--- config.mk ---
export PLATFORM = sky130hd
export DESIGN_NAME = utx_top
export DESIGN_NICKNAME = d
export VERILOG_FILES = /design/src/logic/utx_modulator.v /design/src/logic/utx_top.v
export VERILOG_INCLUDE_DIRS = /design/src /design/src/logic
export SDC_FILE = /design/constraint.sdc
export NUM_CORES = 1
export LEC_CHECK = 0
export BUFFER_PORTS_ARGS = -buffer_cell sky130_fd_sc_hd__buf_2
export CAP_MARGIN = 20
export CORE_UTILIZATION = 51
export DETAILED_ROUTE_END_ITERATION = 12
export GPL_TIMING_DRIVEN = 0
export PLACE_DENSITY_LB_ADDON = 0.15
export SLEW_MARGIN = 10
export SYNTH_ARGS = -nofsm -noshare
export SYNTH_HDL_FRONTEND = slang
export SYNTH_HIERARCHICAL = 1
export SYNTH_SLANG_ARGS = --single-unit
--- constraint.sdc ---
create_clock -name clk -period 2.3 [get_ports clk]
set_input_delay 0.345 -clock clk [delete_from_list [all_inputs] [get_ports clk]]
set_output_delay 0.345 -clock clk [all_outputs]
set_load 0.02 [all_outputs]
--- src/logic/utx_defines.vh ---
`ifndef UTX_DEFINES_VH
`define UTX_DEFINES_VH

// ----------------------------------------
// Check bit kinds
// ----------------------------------------
`define UTX_CHK_EVEN      3'h0
`define UTX_CHK_ODD       3'h1
`define UTX_CHK_SPACE     3'h2
`define UTX_CHK_MARK      3'h3
`define UTX_CHK_NONE      3'h4

// ----------------------------------------
// Channel test modes
// ----------------------------------------
`define UTX_CH_NORMAL     2'h0
`define UTX_CH_ECHO       2'h1
`define UTX_CH_LOCAL      2'h2
`define UTX_CH_REMOTE     2'h3

// ----------------------------------------
// Reset values and bit timing
// ----------------------------------------
`define UTX_DIV_RST       5'h13
`define UTX_DUTY_RST      3'h0
`define UTX_OVERSAMPLE    5'h10
`define UTX_DATA_BITS     4'h8
`define UTX_DIV_BASE      6'h08
`define UTX_MOD_PRESCALE  4'h8
`define UTX_DMA_BASE      12'h100

`endif

--- src/logic/utx_modulator.v ---
`timescale 1ns/1ps
`default_nettype none

`include "utx_defines.vh"

module utx_modulator
(
    // Clock and reset
    input  wire       clk,
    input  wire       rstn,
    // Optical source clock enable
    input  wire       src_tick,
    // Settings
    input  wire       enable,
    input  wire [4:0] modulation_divider,
    input  wire [2:0] modulation_duty_sel,
    // Modulation clock
    output reg        mod_clk_r
);

    // ----------------------------------------
    // Period counter
    // ----------------------------------------
    // One period spans 8 * (div + 8) source ticks; high time shrinks by 1/16 per step
    wire [9:0] period_w = {1'b0, (modulation_divider + `UTX_DIV_BASE), 3'h0};
    wire [13:0] high_full = period_w * (5'h08 - {2'h0, modulation_duty_sel});
    wire [9:0] high_w = high_full[13:4];

    reg  [9:0] cnt_r;

    always @(posedge clk or negedge rstn)
    begin
        if (!rstn)
        begin
            cnt_r     <= 10'h000;
            mod_clk_r <= 1'b0;
        end
        else if (!enable)
        begin
            cnt_r     <= 10'h000;
            mod_clk_r <= 1'b0;
        end
        else if (src_tick)
        begin
            if (cnt_r >= period_w - 10'h001)
                cnt_r <= 10'h000;
            else
                cnt_r <= cnt_r + 10'h001;
            mod_clk_r <= (cnt_r < high_w);
        end
    end

endmodule // utx_modulator

`default_nettype wire

--- src/logic/utx_top.v ---
`timescale 1ns/1ps
`default_nettype none

`include "utx_defines.vh"

// What this block does
// - Filter on: receive line is majority of three 16x samples; off at reset.
// - Transmitter off at reset; after enable waits for a held character.
// - Disable stops at once if idle, else finishes shift and held characters.
// - Transmitter reset stops at once and drops everything.
// - Frame: start 0, eight data bits LSB first, optional parity, stop 1.
// - Parity is even, odd, or forced space or mark.
// - Parity kind: 0 even, 1 odd, 2 zero, 3 one, 4 none.
// - Holding-free set on enable, cleared on write, set on move to shifter.
// - All-drained rises after final stop bit with both registers empty.
// - Optical on switches receive pad to analog and enables comparator.
// - Optical: output 0 sends modulation clock, 1 sends steady high.
// - Modulation clock is source clock over 8 times divider plus eight.
// - Default divider gives 38 kHz from an 8192 kHz source.
// - Modulated output idles high; invert bit flips its polarity.
// - Duty programmable 50 down to 6.25 percent, 50 by default.
// - Duty field 0 gives 50 percent, each step removes 6.25 percent.
// - Receive ready and holding-free raise read and write DMA requests.
// - DMA channel registers sit from offset 0x100 in the port space.
// - Echo mode forwards receive pin to transmit pin; transmitter still runs.
// - Local loopback feeds transmitter to receiver; transmit pin held high.
// - Remote loopback ties receive pin to transmit pin; tx and rx idle.
module utx_top
#(
    // Divider reset value; the live setting arrives on modulation_divider
    parameter [4:0] DIV_RST = `UTX_DIV_RST
)
(
    // Clock and reset
    input  wire        clk,
    input  wire        rstn,
    // Rate enables
    input  wire        os16_tick,
    input  wire        optical_source_tick,
    // Commands
    input  wire        tx_enable_cmd,
    input  wire        tx_disable_cmd,
    input  wire        tx_reset_cmd,
    // Holding register write
    input  wire        tx_holding_wr,
    input  wire [7:0]  tx_holding_data,
    // Mode configuration
    input  wire        filter_on,
    input  wire [2:0]  check_bit_kind,
    input  wire [1:0]  channel_test_sel,
    input  wire        optical_on,
    input  wire        modulated_out_invert,
    input  wire [2:0]  modulation_duty_sel,
    input  wire [4:0]  modulation_divider,
    input  wire [2:0]  comparator_threshold_sel,
    // Receiver hook
    input  wire        rx_char_ready,
    // Pins
    input  wire        serial_in_pin,
    output reg         serial_out_pin,
    output reg         rx_pad_analog,
    output reg         rx_comparator_en,
    output reg  [2:0]  comparator_ref_sel,
    // Receiver side
    output reg         rx_line,
    output reg         rx_disable_test,
    // Status and DMA
    output reg         tx_holding_free,
    output reg         tx_all_drained,
    output reg         tx_enabled,
    output wire        dma_tx_req,
    output wire        dma_rx_req,
    output wire [11:0] dma_reg_base
);

    // ----------------------------------------
    // Transmit state machine
    // ----------------------------------------
    localparam [1:0] ST_IDLE  = 2'h0;
    localparam [1:0] ST_SHIFT = 2'h1;

    reg  [1:0]  state_r;
    reg         en_r;
    reg         stop_pend_r;
    reg         hold_full_r;
    reg  [7:0]  hold_r;
    reg  [10:0] shift_r;
    reg  [3:0]  bits_left_r;
    reg  [3:0]  os_cnt_r;
    reg         tx_out_r;
    reg         drained_r;
    reg         started_r;

    // ----------------------------------------
    // Parity
    // ----------------------------------------
    reg parity_bit;
    always @*
    begin
        case (check_bit_kind)
            `UTX_CHK_EVEN:  parity_bit = ^hold_r;
            `UTX_CHK_ODD:   parity_bit = ~(^hold_r);
            `UTX_CHK_SPACE: parity_bit = 1'b0;
            `UTX_CHK_MARK:  parity_bit = 1'b1;
            default:        parity_bit = 1'b1;
        endcase
    end

    wire has_parity = (check_bit_kind < `UTX_CHK_NONE);
    // Remote loopback holds the transmitter still
    wire run_ok     = en_r && (channel_test_sel != `UTX_CH_REMOTE);
    wire bit_end    = os16_tick && (os_cnt_r == 4'hF);
    // A write taken this cycle must block a stop and keep the drained flag low
    wire hold_wr_ok = tx_holding_wr && en_r && !hold_full_r;
    wire en_cmd     = tx_enable_cmd && !tx_disable_cmd;

    always @(posedge clk or negedge rstn)
    begin
        if (!rstn)
        begin
            state_r     <= ST_IDLE;
            en_r        <= 1'b0;
            stop_pend_r <= 1'b0;
            hold_full_r <= 1'b0;
            hold_r      <= 8'h00;
            shift_r     <= 11'h7FF;
            bits_left_r <= 4'h0;
            os_cnt_r    <= 4'h0;
            tx_out_r    <= 1'b1;
            drained_r   <= 1'b0;
            started_r   <= 1'b0;
        end
        else if (tx_reset_cmd)
        begin
            // Abort wins over any other command in the same cycle
            state_r     <= ST_IDLE;
            en_r        <= 1'b0;
            stop_pend_r <= 1'b0;
            hold_full_r <= 1'b0;
            tx_out_r    <= 1'b1;
            os_cnt_r    <= 4'h0;
            drained_r   <= 1'b0;
            started_r   <= 1'b0;
        end
        else
        begin
            if (en_cmd)
            begin
                en_r        <= 1'b1;
                stop_pend_r <= 1'b0;
                if (!started_r)
                    drained_r <= 1'b1;
            end
            else if (tx_disable_cmd && en_r)
            begin
                if (state_r == ST_IDLE && !hold_full_r && !hold_wr_ok)
                    en_r <= 1'b0;
                else
                    stop_pend_r <= 1'b1;
            end
            if (hold_wr_ok)
            begin
                hold_r      <= tx_holding_data;
                hold_full_r <= 1'b1;
                drained_r   <= 1'b0;
                started_r   <= 1'b1;
            end
            case (state_r)
                ST_IDLE:
                begin
                    tx_out_r <= 1'b1;
                    if (hold_full_r && run_ok)
                    begin
                        // Load stop, parity, data, start; LSB shifts first
                        shift_r     <= {1'b1, parity_bit, hold_r, 1'b0};
                        bits_left_r <= has_parity ? 4'hB : 4'hA;
                        hold_full_r <= 1'b0;
                        os_cnt_r    <= 4'h0;
                        state_r     <= ST_SHIFT;
                    end
                    else if (stop_pend_r && !hold_full_r && !hold_wr_ok && !en_cmd)
                    begin
                        en_r        <= 1'b0;
                        stop_pend_r <= 1'b0;
                    end
                end
                ST_SHIFT:
                begin
                    tx_out_r <= shift_r[0];
                    if (os16_tick)
                        os_cnt_r <= os_cnt_r + 4'h1;
                    if (bit_end)
                    begin
                        if (bits_left_r == 4'h2 && !has_parity)
                            shift_r <= {1'b1, 1'b1, shift_r[10:2]};
                        else
                            shift_r <= {1'b1, shift_r[10:1]};
                        bits_left_r <= bits_left_r - 4'h1;
                        if (bits_left_r == 4'h1)
                        begin
                            state_r  <= ST_IDLE;
                            tx_out_r <= 1'b1;
                            if (!hold_full_r && !hold_wr_ok)
                                drained_r <= 1'b1;
                        end
                    end
                end
                default:
                    state_r <= ST_IDLE;
            endcase
        end
    end

    // ----------------------------------------
    // Receive filter
    // ----------------------------------------
    reg  [2:0] rx_samp_r;
    always @(posedge clk or negedge rstn)
    begin
        if (!rstn)
            rx_samp_r <= 3'h7;
        else if (os16_tick)
            rx_samp_r <= {rx_samp_r[1:0], serial_in_pin};
    end
    wire rx_vote = (rx_samp_r[0] & rx_samp_r[1]) | (rx_samp_r[1] & rx_samp_r[2])
                 | (rx_samp_r[0] & rx_samp_r[2]);
    wire rx_pin_val = filter_on ? rx_vote : serial_in_pin;

    // ----------------------------------------
    // Optical modulator
    // ----------------------------------------
    wire mod_clk;
    utx_modulator u_mod
    (
        .clk                 (clk),
        .rstn                (rstn),
        .src_tick            (optical_source_tick),
        .enable              (optical_on),
        .modulation_divider  (modulation_divider),
        .modulation_duty_sel (modulation_duty_sel),
        .mod_clk_r           (mod_clk)
    );

    // ----------------------------------------
    // Pin muxing and outputs
    // ----------------------------------------
    reg line_nxt;
    always @*
    begin
        case (channel_test_sel)
            `UTX_CH_ECHO:   line_nxt = rx_pin_val;
            `UTX_CH_LOCAL:  line_nxt = 1'b1;
            `UTX_CH_REMOTE: line_nxt = serial_in_pin;
            default:        line_nxt = tx_out_r;
        endcase
    end

    // Output 0 carries the carrier; idle level 1 unless inverted
    wire opt_line = (line_nxt ? 1'b1 : ~mod_clk) ^ modulated_out_invert;

    always @(posedge clk or negedge rstn)
    begin
        if (!rstn)
        begin
            serial_out_pin     <= 1'b1;
            rx_pad_analog      <= 1'b0;
            rx_comparator_en   <= 1'b0;
            comparator_ref_sel <= 3'h0;
            rx_line            <= 1'b1;
            rx_disable_test    <= 1'b0;
            tx_holding_free    <= 1'b0;
            tx_all_drained     <= 1'b0;
            tx_enabled         <= 1'b0;
        end
        else
        begin
            serial_out_pin     <= optical_on ? opt_line : line_nxt;
            rx_pad_analog      <= optical_on;
            rx_comparator_en   <= optical_on;
            comparator_ref_sel <= comparator_threshold_sel;
            rx_line            <= (channel_test_sel == `UTX_CH_LOCAL) ? tx_out_r : rx_pin_val;
            rx_disable_test    <= (channel_test_sel == `UTX_CH_REMOTE);
            tx_holding_free    <= en_r && !hold_full_r;
            tx_all_drained     <= en_r && drained_r;
            tx_enabled         <= en_r;
        end
    end

    assign dma_tx_req   = tx_holding_free;
    assign dma_rx_req   = rx_char_ready;
    assign dma_reg_base = `UTX_DMA_BASE;

endmodule // utx_top

`default_nettype wire

# Word level (Yosys, flattened, before mapping)
# Index checks and enable logic that the tools add are counted.
dict set report classes {
  n_bitwise 9
  order_cmp 3
  n_reduce_logical 31
  addsub 6
  n_mul 1
  n_eq_ne 17
  n_mux 60
}
# operator n
set ops {}
lappend ops {{two-way mux 10 bit} 4}
lappend ops {{two-way mux 1 bit} 38}
lappend ops {{two-way mux 11 bit} 2}
lappend ops {{one-hot mux 11 bit (2 select lines)} 1}
lappend ops {{two-way mux 4 bit} 5}
lappend ops {{logical AND 1 bit} 16}
lappend ops {{one-hot mux 4 bit (2 select lines)} 2}
lappend ops {{multiplier 6 x 14 -> 11 bit} 1}
lappend ops {{adder 10 x 1 -> 10 bit (second input constant)} 1}
lappend ops {{>= comparator 10 bit} 1}
lappend ops {{less-than comparator 10 bit} 1}
lappend ops {{subtractor 9 x 1 -> 10 bit (second input constant)} 1}
lappend ops {{inequality test 3 bit (second input constant)} 3}
lappend ops {{two-way mux 2 bit} 4}
lappend ops {{XOR reduction 8 bit} 1}
lappend ops {{adder 5 x 4 -> 6 bit (second input constant)} 1}
lappend ops {{inequality test 2 bit (second input constant)} 3}
lappend ops {{one-hot mux 1 bit (3 select lines)} 2}
lappend ops {{AND reduction 3 bit} 2}
lappend ops {{logical NOT 1 bit} 5}
lappend ops {{subtractor 4 x 3 -> 5 bit (first input constant)} 1}
lappend ops {{adder 4 x 1 -> 4 bit (second input constant)} 1}
lappend ops {{equality test 2 x 1 -> 1 bit (second input constant)} 2}
lappend ops {{equality test 2 bit (second input constant)} 2}
lappend ops {{other kinds (21)} 27}
dict set report totals {
  input_bits 37
  ff_bits 59
  wordCells 149
  output_inout_bits 25
}

# Logic depth before layout (Yosys ltp)
# Gate-level depths: netlist (run 1).
dict set report logic_depth {
  depth_word 11
  depth_mapped 19
  depth_no_buf 19
}

# Cells and area by module
# The synthesis (run 1) kept the hierarchy.
# mod instances seq_area_each_um2 cells_per_inst area_each_um2
set by_module_without_submodules {}
lappend by_module_without_submodules {utx_top 1 1171.1 215 2333.5}
lappend by_module_without_submodules {utx_modulator 1 275.3 212 1888.1}

# Worst setup path after synthesis (run 1)
# OpenSTA, ideal clock, no wires.
dict set report synth_path {
  kind {input -> register}
  start {input modulation_duty_sel[0]}
  end {register u_mod.mod_clk_r}
  setup_slack_ns -1.901
  path_buffers 0
  required_time_ns 2.234
  cell_stages 16
  arrival_ns 4.135
  setup_ns 0.066
  cell_sequence {inv_1 > ha_1 > xnor2_1 > nand2_1 > fa_1 > fa_1 > fa_1 > inv_1 > ha_1 > a21oi_1 > o21ai_0 > o41ai_1 > ha_1 > a211oi_1 > o211ai_1 > nand2_1}
}
dict set report synth_via {
  elab_chain_len 5
}
# item line
set synth_lines {}
lappend synth_lines {{start, declared} utx_top.v:53} ;# input wire [2:0] modulation_duty_sel,
lappend synth_lines {{subtractor 4 x 3 -> 5 bit} utx_modulator.v:26} ;# wire [13:0] high_full = period_w * (5'h08 - {2'h0, modulation_duty_sel});
lappend synth_lines {{multiplier 6 x 14 -> 11 bit} utx_modulator.v:26}
lappend synth_lines {{less-than comparator 10 bit} utx_modulator.v:49} ;# mod_clk_r <= (cnt_r < high_w);
lappend synth_lines {{two-way mux 1 bit} utx_modulator.v:43} ;# else if (src_tick)
lappend synth_lines {{two-way mux 1 bit} utx_modulator.v:38} ;# else if (!enable)
lappend synth_lines {{end signal, assigned} utx_modulator.v:49}
lappend synth_lines {{end, declared} utx_modulator.v:18} ;# output reg mod_clk_r
# Every way passes these cells. The select of a mux whose other input is x is not followed.
# A chain may end at the register's enable or synchronous reset.

# Worst setup path after layout (run 1)
# Ends and elaborated chain as after synthesis.

==> metrics.yaml, run 1 <==
timing:
  rsz0062_at_grt: "yes"
  hold_viol_final: 0
  layout_min_cycle_time_ns: 3.756
  setup_tns_ns: -1.456
  layout_setup_ws_ns: -1.456
  worst_clock_skew_ns: 0.01306
  holdWs_ns: 0.1147
  fin_crit_sh_pct: 163.3
  max_slew_margin_pct: 51.86
  worst_pin_slew_ns: 0.7183
  drv_slew: 0
  fmax_ghz: 0.2663
  setup_viol: 1
setup_path:
  cp_slowest_cell: "fa_1"
  worstSetupEndpointType: "flip-flop"
  crit_type: "in2reg"
  required_ns: 2.57
  cp-start-kind: "input pin"
  r2r-start: "u_mod/cnt_r[3]"
  cp_max_fo: 5
  r2r_end: "u_mod/cnt_r[9]"
  ff2ff_path_depth: 5
  cp_top_family: "adder cells"
  slowest_delay_ns: 0.51
  r2r_slack_ns: 0.41
  path_cells: "buf_12, inv_12, ha_4, xnor2_4, nand2_1, fa_1, fa_1, fa_1, inv_2, ha_4, a21oi_4, o21ai_1, o41ai_2, ha_1, a211oi_2, o211ai_1, nand2_1"
  crit_buf_inv: 3
  crit_path_frequent_cell: "fa_1"
  cp.arrival_ns: 4.03
yosys:
  synth.area.top_cells: "dfrtp_1 24%, ha_1 14%, dfstp_2 10%"
  avgSynthCellArea_um2: 9.887
  yosysWarnings: 6
  synth_top_area_share_pct: 24.30
  async_flop_share_pct: 100.0
  synth_edf_count: 0
  synth_seq_cells: 57
  syn_inst: 427
  synth_top_area_cell: "dfrtp_1"
  synth.distinct_cells: 67
  ys_seq_area_share_pct: 34.26
  netlist_area_um2: 4222
  synthFlopType: "dfrtp_1"
floorplanning:
  ios: 62
  die-area_um2: 8645
  fp.dieH_um: 92.98
  start_util_pct: 53.79
  num_rows: 32
  core_um2: 7848
  die_width_um: 92.98
placement:
  portBuffers: 47
  hpwl_mm: 6.457
  gp_congestion: 0.8471
  post_dp_cell_area_um2: 4715
  dp_cells: 587
worst_hold_path:
  worstHoldPathCells: 1
  hold_path_class: "in2reg"
  hold_start: "comparator_threshold_sel[1]"
  min_to: "comparator_ref_sel[1]"
global_routing:
  grt_use_total_pct: 21.49
  grt_pass1_vias: 3105
  antenna_found_initial: 0
  grt_max_degree: 35
  grt_pass1_wl_mm: 14.64
  grt-ovfl-total: 0
finish:
  n_antenna_cell: 0
  stdcell_area_um2: 5071
  drive_above_1_share_pct: 31.35
  syn2layout_area_growth_pct: 20.12
  layout_commonest_cell: "buf_2"
  final_cell_mix: "48 x buf_2, 43 x ha_1, 41 x dfrtp_1"
  nets: 592
  final_util_pct: 64.62
  fin_cells: 606
outcome:
  status: "complete, but fails checks"
  violations: "negative setup slack"
clock_network:
  cts.sinks: 57
  htreeDepth: 3
  clk_pin_slew_ns: 0.07
  numCtsBuffers: 9
  clk_latency_ns: 0.34
  cts_tree: "yes"
  clock_path_buffers: 2
  root_buffer: "clkbuf_8"
drt:
  vias_per_cell: 5.333
  drtIter0Drc: 115
  wl_per_cell_um: 13.82
  detail-route-antenna-nets: 0
  dr_total_vias: 3232
  dr.pass1.iters: 4
  wirelength_mm: 8.372
  drc_errors: 0
pwr:
  power.density_nw_per_um2: 634.3
  p_leak_nw: 2.434
  max-vdd-ir-drop_v: 0.0005233
job:
  cap_violations: 0
-- state kept, by name (all words and copies together), names as in the netlist, 3 cells and up --
name,cells
u_mod/cnt_r,10
os_cnt_r,4
bits_left_r,4
comparator_ref_sel,3
shift_r,10
hold_r,8
rx_samp_r,3
-- cells in the mapped netlist (all sizes together) (3+ instances only) --
cell / number
mux2i: 8
fa: 9
inv: 35
nor2: 29
ha: 47
dfrtp: 41
o21ai: 16
xor2: 11
a21o: 5
clkbuf: 4
nor3: 8
nand2b: 5
xnor2: 10
and2: 12
dfstp: 16
nand4: 9
mux2: 20
o211ai: 4
buf: 21
nand2: 31
o2111ai: 3
or3: 5
nand3: 9
and3: 5
nor2b: 4
a21oi: 22
-- timing repair --
| item | CTS | global route |
|---|---|---|
| gates resized for setup | 22 | 7 |
| endpoints found under the setup margin | 1 | 3 |
| hold buffers | 1 | 0 |
| gates cloned | 0 | 0 |
| hold endpoints to repair | 6 | 0 |
| pin swaps | 11 | 0 |
| buffers inserted | 2 | 0 |
-- per-stage QoR --
| step | total power, W | worst slack [ns] |
|---|---|---|
| finish | 0.003217 | -1.456 |
| CTS | 0.003236 | -1.440 |
| global route | 0.003432 | -1.628 |
| floorplan | 0.001978 | -1.532 |
| global placement | 0.002186 | -2.105 |
| detailed placement | 0.002220 | -2.116 |
-- cells by family (layout without fill, tap and decap cells) --
logic type               count (synthesis)  after routing  synth area share [%]
adder cells (fa/ha/maj)                 57             57                 18.43
buffers and inverters                   60            127                 7.232
XOR/XNOR                                21             21                 4.357
multiplexers                            28             28                 7.410
flip-flops                              57             57                 34.26
other                                    2             12                0.1779
AND/OR/NAND/NOR                        130            130                 16.54
AO/OA/AOI/OAI                           72             72                 11.59
-- routing by layer --
layer	routed length, µm	GRT usage (%)	part of all wire, %	up-vias
li1	-	-	-	1609
met1	3978	29.76	48	1531
met2	3899	33.82	47	85
met3	408	4.553	4.9	7
met4	86	6.538	1.0	0
met5	0	0	0	-
-- where the power goes --
part / leakage, nW / internal, W / total (W) / switching, W
registers: 0.704 / 0.00118 / 0.00129 / 0.000117
logic: 1.64 / 0.000475 / 0.000961 / 0.000486
clock network: 0.0949 / 0.000531 / 0.000963 / 0.000432
-- layout make-up --
class                   instances  area [µm²]
clock buffers                  10       137.6
multi-input cells             320        2660
repair buffers                 51       307.8
fillers                       641        2776
well taps                     102       127.6
inverters                      35       151.4
flip-flops and latches         57        1446
plain buffers                  25       173.9
clock inverters                 6       66.31
-- worst max-delay path by stage --
stage / depth (start not counted) / endpoint / startpoint / slack [ns]
2_1_floorplan: 17 / u_mod/mod_clk_r / modulation_duty_sel[0] / -1.53
3_3_place_gp: 15 / u_mod/mod_clk_r / modulation_duty_sel[1] / -2.10
3_5_place_dp: 15 / u_mod/mod_clk_r / modulation_duty_sel[1] / -2.12
4_1_cts: 18 / u_mod/mod_clk_r / modulation_duty_sel[1] / -1.44
5_1_grt: 18 / u_mod/mod_clk_r / modulation_duty_sel[0] / -1.63
6_report: 17 / u_mod/mod_clk_r / modulation_duty_sel[0] / -1.46
Note: power is estimated with default switching activity, not from simulation.
==> inputs of run 2 (changes only) <==
--- a/config.mk
+++ b/config.mk
@@ -6,6 +6,7 @@
 export SDC_FILE = /design/constraint.sdc
 export NUM_CORES = 1
 export LEC_CHECK = 0
+export ABC_AREA = 1
 export BUFFER_PORTS_ARGS = -buffer_cell sky130_fd_sc_hd__buf_2
 export CAP_MARGIN = 20
 export CORE_UTILIZATION = 51
==> run 2 against run 1 <==
Compared with the run above:
- the flow still finishes with violations (negative setup slack)
- combinational power down 0.5%
- design area grew 1.8%
- setup slack got worse by 0.029 ns
- sequential share of layout area is 0.49 points lower
- highest routed layer unchanged
==> metrics.yaml, run 2 <==
timing:
  rsz0062_at_grt: "yes"
  max_slew_margin_pct: 58.22  # +6.4 points
  setup_tns_ns: -1.484  # -0.02879 ns
  fin_crit_sh_pct: 164.5  # +1.3 points
  drv_slew: 0  # unchanged
  holdWs_ns: 0.02262  # -0.09212 ns
  fmax_ghz: 0.2642  # -0.76%
  layout_setup_ws_ns: -1.484  # -0.02879 ns
  setup_viol: 1  # unchanged
  worst_pin_slew_ns: 0.6268  # -0.09149 ns
  layout_min_cycle_time_ns: 3.784  # +0.02879 ns
  hold_viol_final: 0  # unchanged
  worst_clock_skew_ns: 0.005432  # -0.007631 ns
pwr:
  power.density_nw_per_um2: 588.4  # -7.2%
  max-vdd-ir-drop_v: 0.0004497  # -14%
  p_leak_nw: 2.792  # +15%
finish:
  largestRegisters: "shift_r (10), u_mod/cnt_r (10), hold_r (8)"
  nFillCells: 776  # +21%
  nets: 721  # +22%
  layout_commonest_cell: "nand2_1"
  drive_above_1_share_pct: 24.96  # -6.4 points
  final_cell_mix: "103 x nand2_1, 86 x inv_1, 56 x nor2_1"
  stdcell_area_um2: 5160  # +1.8%
  n_antenna_cell: 0  # unchanged
  final_util_pct: 62.48  # -2.1 points
  syn2layout_area_growth_pct: 17.79
clock_network:
  clock_path_buffers: 2  # unchanged
  postCtsHoldBufs: 0  # -1
  clk_pin_slew_ns: 0.07  # about the same
  numCtsBuffers: 9  # unchanged
  cts_tree: "yes"
  clk_latency_ns: 0.33  # about the same
  cts.sinks: 57  # unchanged
  htreeDepth: 3  # unchanged
  root_buffer: "clkbuf_8"
drt:
  vias_per_cell: 4.999  # -6.3%
  drc_errors: 0  # unchanged
  detail-route-antenna-nets: 0  # unchanged
  dr_total_vias: 3689  # +14%
  drtIter0Drc: 160  # +39%
  wl_per_cell_um: 11.81  # -15%
  dr.pass1.iters: 4  # unchanged
  wirelength_mm: 8.713  # +4.1%
global_routing:
  grt_use_met3_pct: 4.187  # -0.37 points
  top_usage_layer: "met2"
  grt_pass1_vias: 3450  # +11%
  grt_max_degree: 32  # -8.6%
  antenna_found_initial: 0  # unchanged
  met2_usage_pct: 34.35  # +0.53 points
  grt-ovfl-total: 0  # unchanged
  grt_pass1_wl_mm: 15.13  # +3.3%
  met1_usage_pct: 29.79  # +0.032 points
  grt_use_total_pct: 21.55  # +0.064 points
floorplanning:
  core_um2: 8258  # +5.2%
  die_width_um: 94.68  # +1.8%
  num_rows: 33  # +3.1%
  start_util_pct: 53.05  # -0.75 points
  die-area_um2: 8963  # +3.7%
  ios: 62  # unchanged
  fp.dieH_um: 94.68  # +1.8%
placement:
  gp_congestion: 0.8529  # +0.68%
  portBuffers: 48  # +2.1%
  hpwl_mm: 6.851  # +6.1%
  place_ws_ns: -2.102  # +0.01422 ns
  post_dp_cell_area_um2: 4878  # +3.5%
setup_path:
  cp_max_fo: 3  # -2
  crit_type: "in2reg"
  worstSetupEndpointType: "flip-flop"
  cp-start-kind: "input pin"
  required_ns: 2.52  # -0.05 ns
  cp.arrival_ns: 4.01  # -0.02 ns
yosys:
  synthFlopType: "dfrtp_1"
  synth_top_cells_by_count: "106 x nand2_1, 92 x inv_1, 57 x nor2_1"
  synth_seq_cells: 57  # unchanged
  async_flop_share_pct: 100.0  # unchanged
  avgSynthCellArea_um2: 7.936  # -20%
  syn_inst: 552  # +29%
  yosysWarnings: 6  # unchanged
  synth_top_area_share_pct: 23.42  # -0.88 points
  synth_top_area_cell: "dfrtp_1"
  synth_edf_count: 0  # unchanged
  netlist_area_um2: 4380  # +3.8%
  synth.area.top_cells: "dfrtp_1 23%, ha_1 13%, dfstp_2 9.6%"
  ys_seq_area_share_pct: 33.02  # -1.2 points
  synth_most_common_cell: "nand2_1"
  synth.distinct_cells: 39  # -42%
worst_hold_path:
  hold_path_class: "in2async"
outcome:
  status: "complete, but fails checks"
  violations: "negative setup slack"
job:
  cap_violations: 0  # unchanged
run 2: cell count changes after synthesis, sizes merged, moves of 5 or more:
cell,delta
o21ai,+11
or3,-5
nand3,+16
and2,-12
xnor2,-5
a21oi,+23
mux2,-19
a22oi,+6
nor2,+31
inv,+58
and3,-5
nand2,+78
nand2b,-5
mux2i,-8
run 2: worst paths after layout:
check | slack (ns) | start | end | cells past startpoint
worst max-delay path | -1.48 | modulation_duty_sel[0] | u_mod/mod_clk_r | 23
worst min register to register | 0.48 | drained_r | tx_all_drained | 2
worst max register to register | 0.66 | u_mod/cnt_r[7] | u_mod/cnt_r[2] | 8
worst min-delay path | 0.02 | rstn | hold_r[2] | 1
min in group clk | 0.12 | comparator_threshold_sel[1] | comparator_ref_sel[1] | 1
max in group asynchronous | 1.62 | rstn | rx_line | 2
run 2: cell families (layout without fill, tap and decap cells):
| family | count (synthesis) | in the layout | share of synthesized area, % |
|---|---|---|---|
| AO/OA/AOI/OAI | 92 | 92 | 12.85 |
| XOR/XNOR | 20 | 20 | 3.999 |
| multiplexers | 1 | 1 | 0.2571 |
| AND/OR/NAND/NOR | 209 | 209 | 20.34 |
| flip-flops | 57 | 57 | 33.02 |
| other | 2 | 12 | 0.1714 |
| adder cells (fa/ha/maj) | 56 | 56 | 17.54 |
| buffers and inverters | 115 | 186 | 11.83 |
run 2: metrics by stage:
step	power (W)	std cells
3_3_place_gp	0.002153	715
5_1_grt	0.003270	738
4_1_cts	0.003063	738
3_5_place_dp	0.002197	716
2_1_floorplan	0.001950	562
6_report	0.003036	738
run 2: per-layer routing:
| layer | wire length (µm) | vias to the layer above |
|---|---|---|
| met5 | 0 | - |
| met4 | 86 | 0 |
| met3 | 345 | 10 |
| met2 | 4080 | 76 |
| met1 | 4201 | 1705 |
| li1 | - | 1898 |
run 2: final cells by class:
class | instances | area (µm²) | share of cell area, %
Clock buffer | 9 | 123.9 | 2.401
Inverter | 93 | 371.6 | 7.202
Tap cell | 105 | 131.4 | 2.546
Timing Repair Buffer | 55 | 337.8 | 6.547
Clock inverter | 7 | 46.29 | 0.8972
Buffer | 22 | 168.9 | 3.274
Sequential cell | 57 | 1446 | 28.03
Multi-Input combinational cell | 390 | 2534 | 49.10
run 2: critical path: stages:
cell,delay [ns]
buf_12,0.11
inv_8,0.04
ha_4,0.12
inv_2,0.03
or2_4,0.22
nand2_4,0.08
inv_4,0.04
nand2_2,0.05
fa_1,0.43
fa_1,0.48
fa_1,0.52
inv_2,0.05
ha_4,0.25
a21oi_2,0.15
nand2_2,0.07
buf_4,0.14
xnor2_1,0.13
ha_1,0.30
nand2_1,0.07
o21ai_0,0.18
nand2_1,0.08
nand3_2,0.09
o21ai_2,0.05
run 2: timing repair:
item,in CTS,in global routing
endpoints found under the setup margin,1,1
buffers inserted,6,0
hold endpoints to repair,0,0
gates cloned,0,0
gates resized for setup,13,4
pin swaps,13,4
run 2: power by group:
group / internal (W) / switching (W)
sequential: 0.00116 / 0.000100
clock: 0.000387 / 0.000429
combinational: 0.000398 / 0.000558
